$ cat config.mk
export PLATFORM = sky130hd
export DESIGN_NAME = port_owner_power_ctl
export DESIGN_NICKNAME = d
export VERILOG_FILES = /design/src/logic/port_ctl_pkg.sv /design/src/logic/port_owner_power_ctl.sv /design/src/logic/root_port_slice.sv
export SDC_FILE = /design/constraint.sdc
export NUM_CORES = 1
export LEC_CHECK = 0
export ABC_AREA = 1
export BUFFER_PORTS_ARGS = -buffer_cell sky130_fd_sc_hd__buf_2
export CAP_MARGIN = 20
export CORE_MARGIN = 1
export CORE_UTILIZATION = 38
export DETAILED_ROUTE_END_ITERATION = 8
export PLACE_DENSITY = 0.7
export SYNTH_ARGS = -nofsm -noshare
export SYNTH_HDL_FRONTEND = slang
export SYNTH_SLANG_ARGS = --single-unit
export TNS_END_PERCENT = 100
$ cat constraint.sdc
create_clock -name clk -period 1.3 [get_ports clk]
set_input_delay 0.26 -clock clk [delete_from_list [all_inputs] [get_ports clk]]
set_output_delay 0.26 -clock clk [all_outputs]
set_load 0.02 [all_outputs]
$ cat src/logic/port_ctl_pkg.sv
/*
  Package: offsets, field positions, reset values and test selector codes
  for the root port control and status block.
  Assumes a 32-bit AHB-Lite register bus, one aligned word per register.
*/
package port_ctl_pkg;
  localparam int NumPorts = 2;
  // ----------------------------------------------------------------
  // Register byte offsets
  // ----------------------------------------------------------------
  localparam logic [7:0] OffPortStatusCtl0 = 8'h64;
  localparam logic [7:0] OffPortStatusCtl1 = 8'h68;
  localparam logic [7:0] OffConfigureFlag = 8'h40;
  localparam logic [7:0] OffStructParams = 8'h04;
  // ----------------------------------------------------------------
  // Field positions
  // ----------------------------------------------------------------
  localparam int PosTestSelLo = 16;
  localparam int PosOwner = 13;
  localparam int PosPower = 12;
  localparam int PosLineDp = 11;
  localparam int PosLineDm = 10;
  localparam int PosEnabled = 2;
  localparam int PosConnect = 0;
  localparam int PosConfigured = 0;
  localparam int PosPowerCap = 4;
  // ----------------------------------------------------------------
  // Reset values
  // ----------------------------------------------------------------
  localparam logic RstOwner = 1'b1;
  localparam logic RstPower = 1'b0;
  localparam logic [3:0] RstTestSel = 4'h0;
  localparam logic RstConfigured = 1'b0;
  // ----------------------------------------------------------------
  // Test selector codes
  // ----------------------------------------------------------------
  typedef enum logic [2:0] {
    TmNormal, TmJState, TmKState, TmSe0Nak, TmPacket, TmForceEnable, TmReserved
  } test_mode_t;
  localparam logic [3:0] TsNormal = 4'h0;
  localparam logic [3:0] TsJState = 4'h1;
  localparam logic [3:0] TsKState = 4'h2;
  localparam logic [3:0] TsSe0Nak = 4'h3;
  localparam logic [3:0] TsPacket = 4'h4;
  localparam logic [3:0] TsForceEnable = 4'h5;
endpackage

$ cat src/logic/port_owner_power_ctl.sv
/*
  Root port ownership, power and line state control with AHB-Lite slave.
  Assumes single-word transfers; line and overcurrent pins are asynchronous.
*/
`timescale 1ns/1ps
module port_owner_power_ctl
  import port_ctl_pkg::*;
#(
  parameter logic PowerCapDefault = 1'b1
) (
  input wire logic clk,
  input wire logic rst,
  input wire logic hsel,
  input wire logic [31:0] haddr,
  input wire logic [1:0] htrans,
  input wire logic hwrite,
  input wire logic [2:0] hsize,
  input wire logic [31:0] hwdata,
  input wire logic hready,
  output logic [31:0] hrdata,
  output logic hreadyout,
  output logic hresp,
  input wire logic [NumPorts-1:0] lineDpPin,
  input wire logic [NumPorts-1:0] lineDmPin,
  input wire logic [NumPorts-1:0] overCurrentPin,
  input wire logic [NumPorts-1:0] connected,
  input wire logic [NumPorts-1:0] portEnabled,
  output logic [NumPorts-1:0] companionOwns,
  output logic [NumPorts-1:0] powerSwitchOn,
  output logic [4*NumPorts-1:0] testSelect
);
  import port_ctl_pkg::*;

  // ----------------------------------------------------------------
  // State
  // ----------------------------------------------------------------
  typedef struct packed {
    logic configured;
    logic powerCap;
    logic wrPending;
    logic [7:0] addr;
    logic [31:0] rdata;
    logic [NumPorts-1:0] dpMeta, dpSync, dmMeta, dmSync, ocMeta, ocSync;
    logic [NumPorts-1:0] ownOut, powOut;
    logic [4*NumPorts-1:0] tsOut;
  } top_state_t;
  top_state_t state_reg, state_next;

  logic [NumPorts-1:0] owner, power;
  logic [3:0] testSel [NumPorts];
  logic [31:0] statusWord [NumPorts];
  logic configuredRise;
  logic [NumPorts-1:0] portWr;
  logic addrPhase;

  assign addrPhase = hsel && hready && htrans[1];

  // ----------------------------------------------------------------
  // Per-port slices
  // ----------------------------------------------------------------
  genvar g;
  generate
    for (g = 0; g < NumPorts; g++) begin : gPort
      root_port_slice slice (
        .clk(clk),
        .rst(rst),
        .powerCap(state_reg.powerCap),
        .configured(state_reg.configured),
        .configuredRise(configuredRise),
        .wrEn(portWr[g]),
        .wrData(hwdata),
        .overCurrent(state_reg.ocSync[g]),
        .lineDp(state_reg.dpSync[g]),
        .lineDm(state_reg.dmSync[g]),
        .connected(connected[g]),
        .portEnabled(portEnabled[g]),
        .owner(owner[g]),
        .power(power[g]),
        .testSel(testSel[g]),
        .testMode(),
        .statusWord(statusWord[g])
      );
    end
  endgenerate

  always_comb begin
    portWr = '0;
    configuredRise = 1'b0;
    if (state_reg.wrPending) begin
      portWr[0] = (state_reg.addr == OffPortStatusCtl0);
      portWr[1] = (state_reg.addr == OffPortStatusCtl1);
      configuredRise = (state_reg.addr == OffConfigureFlag) &&
                       hwdata[PosConfigured] && !state_reg.configured;
    end
  end

  // ----------------------------------------------------------------
  // Bus and synchronisers
  // ----------------------------------------------------------------
  always_comb begin
    state_next = state_reg;
    state_next.dpMeta = lineDpPin;
    state_next.dpSync = state_reg.dpMeta;
    state_next.dmMeta = lineDmPin;
    state_next.dmSync = state_reg.dmMeta;
    state_next.ocMeta = overCurrentPin;
    state_next.ocSync = state_reg.ocMeta;
    state_next.ownOut = owner;
    state_next.powOut = power;
    for (int i = 0; i < NumPorts; i++) begin
      state_next.tsOut[4*i +: 4] = testSel[i];
    end
    state_next.wrPending = 1'b0;
    if (state_reg.wrPending && state_reg.addr == OffConfigureFlag) begin
      state_next.configured = hwdata[PosConfigured];
    end else if (state_reg.wrPending && state_reg.addr == OffStructParams) begin
      state_next.powerCap = hwdata[PosPowerCap];
    end
    if (addrPhase) begin
      state_next.addr = haddr[7:0];
      state_next.wrPending = hwrite;
      // Read data captured at address phase; zero for unmapped offsets
      case (haddr[7:0])
        OffPortStatusCtl0: state_next.rdata = statusWord[0];
        OffPortStatusCtl1: state_next.rdata = statusWord[1];
        OffConfigureFlag: state_next.rdata = {31'h0, state_reg.configured};
        OffStructParams: state_next.rdata = 32'(state_reg.powerCap) << PosPowerCap;
        default: state_next.rdata = 32'h0000_0000;
      endcase
    end
  end

  always_ff @(posedge clk) begin
    if (rst) begin
      state_reg <= '0;
      state_reg.configured <= RstConfigured;
      state_reg.powerCap <= PowerCapDefault;
      state_reg.ownOut <= '1;
    end else begin
      state_reg <= state_next;
    end
  end

  assign hrdata = state_reg.rdata;
  assign hreadyout = 1'b1;
  assign hresp = 1'b0;
  assign companionOwns = state_reg.ownOut;
  assign powerSwitchOn = state_reg.powOut;
  assign testSelect = state_reg.tsOut;
endmodule

$ cat src/logic/root_port_slice.sv
/*
  One root port: ownership, power switch, test selector, line state.
  Assumes line inputs already synchronised and writes pre-decoded.
*/
`timescale 1ns/1ps
module root_port_slice
  import port_ctl_pkg::*;
(
  input wire logic clk,
  input wire logic rst,
  input wire logic powerCap,
  input wire logic configured,
  input wire logic configuredRise,
  input wire logic wrEn,
  input wire logic [31:0] wrData,
  input wire logic overCurrent,
  input wire logic lineDp,
  input wire logic lineDm,
  input wire logic connected,
  input wire logic portEnabled,
  output logic owner,
  output logic power,
  output logic [3:0] testSel,
  output test_mode_t testMode,
  output logic [31:0] statusWord
);
  typedef struct packed {
    logic owner;
    logic power;
    logic [3:0] testSel;
    test_mode_t testMode;
    logic [1:0] line;
  } slice_state_t;
  slice_state_t state_reg, state_next;

  always_comb begin
    state_next = state_reg;
    if (wrEn) begin
      state_next.owner = wrData[PosOwner];
      state_next.power = wrData[PosPower];
      state_next.testSel = wrData[PosTestSelLo +: 4];
    end
    if (powerCap && state_reg.power && overCurrent) begin
      state_next.power = 1'b0;
    end
    if (!powerCap) begin
      state_next.power = 1'b1;
    end
    if (configuredRise) begin
      state_next.owner = 1'b0;
    end else if (!configured) begin
      state_next.owner = 1'b1;
    end
    case (state_next.testSel)
      TsNormal: state_next.testMode = TmNormal;
      TsJState: state_next.testMode = TmJState;
      TsKState: state_next.testMode = TmKState;
      TsSe0Nak: state_next.testMode = TmSe0Nak;
      TsPacket: state_next.testMode = TmPacket;
      TsForceEnable: state_next.testMode = TmForceEnable;
      default: state_next.testMode = TmReserved;
    endcase
    // Line bits only meaningful when powered, disabled and connected; zero otherwise
    if (state_reg.power && !portEnabled && connected) begin
      state_next.line = {lineDp, lineDm};
    end else begin
      state_next.line = 2'b00;
    end
  end

  always_ff @(posedge clk) begin
    if (rst) begin
      state_reg <= '{owner: RstOwner, power: RstPower, testSel: RstTestSel,
                     testMode: TmNormal, line: 2'b00};
    end else begin
      state_reg <= state_next;
    end
  end

  assign owner = state_reg.owner;
  assign power = state_reg.power;
  assign testSel = state_reg.testSel;
  assign testMode = state_reg.testMode;

  always_comb begin
    statusWord = 32'h0000_0000;
    statusWord[PosTestSelLo +: 4] = state_reg.testSel;
    statusWord[PosOwner] = state_reg.owner;
    statusWord[PosPower] = state_reg.power;
    // Unpowered port reports nothing else
    if (state_reg.power) begin
      statusWord[PosLineDp] = state_reg.line[1];
      statusWord[PosLineDm] = state_reg.line[0];
      statusWord[PosEnabled] = portEnabled;
      statusWord[PosConnect] = connected;
    end
  end
endmodule

* Word-level counts from Yosys, hierarchy flattened
Index checks and enable logic that the tools add are counted.
** Word-level totals
- Register bits after elaboration :: 83
- Bits of input ports :: 84
- Output and inout port bits :: 46
** Cells by class
- Eq/ne operators :: 12
- Multiplexer cells :: 19
- Bitwise operators :: 4
- Reduce and logical (&&, ||, !) cells :: 21
** Operators by type and width (number)
- case mux 20 bit (4 select lines) :: 1
- == test 8 x 7 -> 1 bit, second input constant :: 6
- == test 8 x 3 -> 1 bit, second input constant :: 2
- logical AND 1 bit :: 14
- 2-to-1 mux 1 bit :: 13
- 2-to-1 mux 6 bit :: 2
- inequality test 3 x 1 -> 1 bit, second input constant :: 4
- 2-to-1 mux 2 bit :: 3
- OR reduction 2 bit :: 3
- NOT 1 bit :: 4
- logical NOT 1 bit :: 3
- AND reduction 2 bit :: 1

* Logic depth before layout (Yosys ltp)
- Depth after elaboration :: 5
- Gate-level depth with buffers :: 8
- Mapped depth without buffers :: 7

* Hierarchy
A second synthesis with hierarchy kept.
** Unflattened totals
- Cell total of the unflattened synthesis :: 660
- Area total of the unflattened synthesis :: 4919.7 sq um
** By module, submodules not included
- port_owner_power_ctl :: area an instance 3330.7 sq um, cells each 450, instances 1, sequential area each 1341.3 sq um
- root_port_slice :: area an instance 794.5 sq um, cells each 105, instances 2, sequential area each 220.2 sq um

* Worst setup path after synthesis
Ideal clock, no wire load.
- Path type :: register to register
- Start point :: register state_reg[63] in the netlist's numbering
- End point :: register gPort[0].slice.state_reg (netlist bit gPort[0].slice.testSel[0])
- Arrival :: 0.957 ns
- Slack :: 0.223 ns
- Stages on the path, launching flop included :: 8
- Buffers on the path :: 1
- Cell sequence :: dfxtp_1 > inv_1 > nand3_1 > nor2_2 > nand2_1 > buf_6 > o21ai_0 > a21oi_1
** Between the ends
- Cells in the longest elaborated chain, start to end :: 2
** Ends and longest elaborated chain
- start: declaration :: line port_owner_power_ctl.sv:47 : top_state_t state_reg, state_next;
- start signal: assignment :: line port_owner_power_ctl.sv:140 : state_reg <= state_next;
- == test 8 x 7 -> 1 bit :: line port_owner_power_ctl.sv:90 : portWr[0] = (state_reg.addr == OffPortStatusCtl0);
- 2-to-1 mux 2 bit :: line port_owner_power_ctl.sv:89 : if (state_reg.wrPending) begin
- end signal: assignment :: line root_port_slice.sv:73 : state_reg <= '{owner: RstOwner, power: RstPower, testSel: RstTestSel,
- end signal: assignment :: line root_port_slice.sv:76 : state_reg <= state_next;
- end: declaration :: line root_port_slice.sv:34 : slice_state_t state_reg, state_next;
No other way between the ends.
A chain may end at the register's enable or synchronous reset.

* Worst setup path in the final report
- Start point :: register state_reg[61] in the netlist's numbering
- End point :: register, netlist name state_reg[65]
** Between the ends
- Cells in the longest elaborated chain, start to end :: 4
- Elaborated cells on any way between the ends :: 6
** Ends and longest elaborated chain
- == test 8 x 7 -> 1 bit :: line port_owner_power_ctl.sv:114 : if (state_reg.wrPending && state_reg.addr == OffConfigureFlag) begin
- logical AND 1 bit :: line port_owner_power_ctl.sv:114
- NOT 1 bit (no line)
- AND reduction 2 bit (no line) (*)
Every way passes the cells marked *; elsewhere a longest branch is shown, timed or not.

==> metrics.txt <==
FF-to-FF setup slack 0.06 ns; Critical-path top delay cell nor4_1; die footprint between 0.007 and 0.008 mm^2; Synth Flop Type dfxtp_1; global-route wire length before repair about 8600 um; CTS Sinks 62; Worst Skew around 0.009 ns; TritonCTS clock tree done; post-route ant nets 0; RSZ-0062 raised after global routing true; mux share of post-synthesis cell area 0; CP max FO 3; post-synthesis simple-gate area fraction 0.2198; Max H-tree Level 3; critical path's largest stage delay slightly above 0.4 ns; Routed WL 5424 um; syn avg cell area approximately 7.8 um^2; Arr. time, crit path between 1 and 1.5 ns; largest family of logic cells by synthesized area simple AND/OR/NAND/NOR gates; DR vias roughly 2200; Initial Utilization 0.3998; pre-CTS setup slack -0.01215 ns; initial antenna violation count 0; Pins Over Slew Limit 0; Clock Latency Late Sink ~0.34 ns; post-synthesis adder-cell area fraction 0; final hold vios 0; CTS root buffer clkbuf_8; EDFF count, synth 0; Worst Hold Class input port to flip-flop; Filler Cell Count 727; Yosys reg bits a little over 60; layout cells sized above 1 0.2748; max reg flops 17; GRT Residual Overflow 0; DR pass1 iterations 4; Yosys cell types 26; Residual DRC 0; vias per inst 4.372; Worst Setup End Kind flip-flop; FMAX about 810 MHz; Final Power approximately 3.7 mW; post-cts hold buffer count 0; XOR/XNOR share of the synthesized area 0; final worst slack roughly 0.065 ns; hold path start lineDmPin[1]; cell area power density between 1000 and 1500 mW/mm^2; WP buf/inv 1; Yosys warnings 0; period utilisation layout 0.9502; Die Y between 80 and 90 um; # setup viols final 0; Core Util, Final 0.4525; Post-Syn Instances between 300 and 400; Post-Syn Area approximately 0.0028 mm^2; register area share after synthesis 0.4495; vias in the first global route 1880; Port Buffer Count 54; worst hold path cell count 3; Crit path max-delay family simple AND/OR/NAND/NOR gates; hold slack ~0.12 ns; gp weighted congestion between 0.8 and 0.9; Nets just under 500; worst reg2reg path endpoint state_reg[65]; Compound-Gate Fraction of Synth Area 0.1142; most used cell, CP nand2_1; Inserted Clock Buffers 9; status finished clean; Crit Path Class flip-flop to flip-flop; Startpoint Class flip-flop; worst path cell trace buf_4, nor4_1, nand2_1, nand2_1, nand3_1; largest net degree at the start of global routing 22; most frequent cells in the layout dfxtp_1, nand2_1, buf_2; most common cell after layout, fill and taps aside dfxtp_1; Die W ~87 um; wire per inst between 10 and 15 um; IO Pins between 100 and 150; VDD IR-drop max approximately 540 uV; # rows 30; LEAKAGE around 1.4 nW; gr usage total 0.1547; HPWL Detailed between 4000 and 5000 um; reg-to-reg startpoint state_reg[61]; Hold Path End state_next[17]; Syn-to-layout area delta 13.19%; Core Box Area 0.006907 mm^2; Final Cell Area around 0.0031 mm^2; DRT iter0 DRCs 96; Critical Path RT 1.53 ns; Area after DPL 0.002925 mm^2; minimum clock period 1.235 ns; clk slew on worst S/H paths 0.08 ns; Worst Reg2Reg Path Length in Cells 5; ANT cells 0; Max Root-Sink Buffers 2; MaxCap Viol Count 0; asr flop ratio synth 0
[tightest hold or removal path, delay by kind of cell]
family / cells / cell delay (ns)
simple gates: 1 / 0.03
buf+inv: 2 / 0.13
[stage by stage]
step / cells / TNS (ns)
final: 500 / 0
after global placement: 483 / 0
after CTS: 499 / 0
after detailed placement: 483 / -0.01215
after floorplan: 376 / 0
after global routing: 500 / -0.03835
[synthesized netlist by cell type (2+ instances only)]
master | instances | area [um^2]
buf_2 | 4 | 20.02
nand2_4 | 2 | 22.52
nor2_2 | 3 | 18.77
clkbuf_1 | 3 | 11.26
nand2_2 | 3 | 18.77
nor2_4 | 2 | 22.52
buf_4 | 46 | 345.3
nand3_2 | 3 | 30.03
inv_1 | 45 | 168.9
nor2_1 | 32 | 120.1
dfxtp_1 | 62 | 1241
o21ai_0 | 18 | 90.09
conb_1 | 2 | 7.510
nand3b_1 | 5 | 37.54
a21oi_1 | 22 | 110.1
nor3_1 | 2 | 10.01
nand3_1 | 21 | 105.1
buf_6 | 3 | 33.78
buf_1 | 2 | 7.510
nand2_1 | 54 | 202.7
o21ai_1 | 9 | 45.04
a21oi_2 | 8 | 70.07
[cells by family after synthesis]
| group | after synthesis |
|---|---|
| DFF | 62 |
| other | 2 |
| buffers and inverters | 104 |
| AOI/OAI and AO/OA | 57 |
| and+or+nand+nor | 130 |
[where the power goes]
part	switching, mW	internal (mW)	total (mW)
Clock	0.805	0.712	1.52
Sequential	0.0128	1.93	1.94
Combinational	0.191	0.0856	0.276
Total	1.01	2.73	3.74
[layer usage]
| layer | track usage | up-vias | wire length (um) |
|---|---|---|---|
| met5 | 0 | - | 0 |
| met4 | 0.05365 | 0 | 42 |
| met3 | 0.06066 | 6 | 343 |
| met2 | 0.2642 | 69 | 2769 |
| met1 | 0.1754 | 984 | 2268 |
| li1 | - | 1127 | - |
[layout make-up]
| type | count | area [um^2] | share of cell area |
|---|---|---|---|
| sequential | 62 | 1241 | 0.3971 |
| multi-input combinational | 210 | 1013 | 0.3243 |
| timing repair buffer | 70 | 397.9 | 0.1273 |
| inverter | 46 | 172.7 | 0.05524 |
| clock buffer | 9 | 123.9 | 0.03963 |
| tap | 96 | 120.1 | 0.03843 |
| clock inverter | 7 | 56.30 | 0.01801 |
[how the worst max path moves through the flow]
stage / from / to / slack (ns) / cells past startpoint
CTS: state_reg[61] / gPort[1].slice.owner / 0.08 / 5
detailed placement: haddr[3] / hrdata[11] / -0.01 / 8
global placement: haddr[3] / hrdata[11] / 0.02 / 8
floorplan: state_reg[63] / gPort[0].slice.testSel[0] / 0.22 / 7
finish: state_reg[61] / state_reg[65] / 0.06 / 5
global route: state_reg[61] / state_reg[65] / -0.04 / 5
[what timing repair did]
| item | in CTS | in global routing |
|---|---|---|
| setup buffers | 0 | 1 |
| setup endpoints to repair | 0 | 12 |
| gates resized for setup | 0 | 7 |
Note: power is estimated with default switching activity, not from simulation.
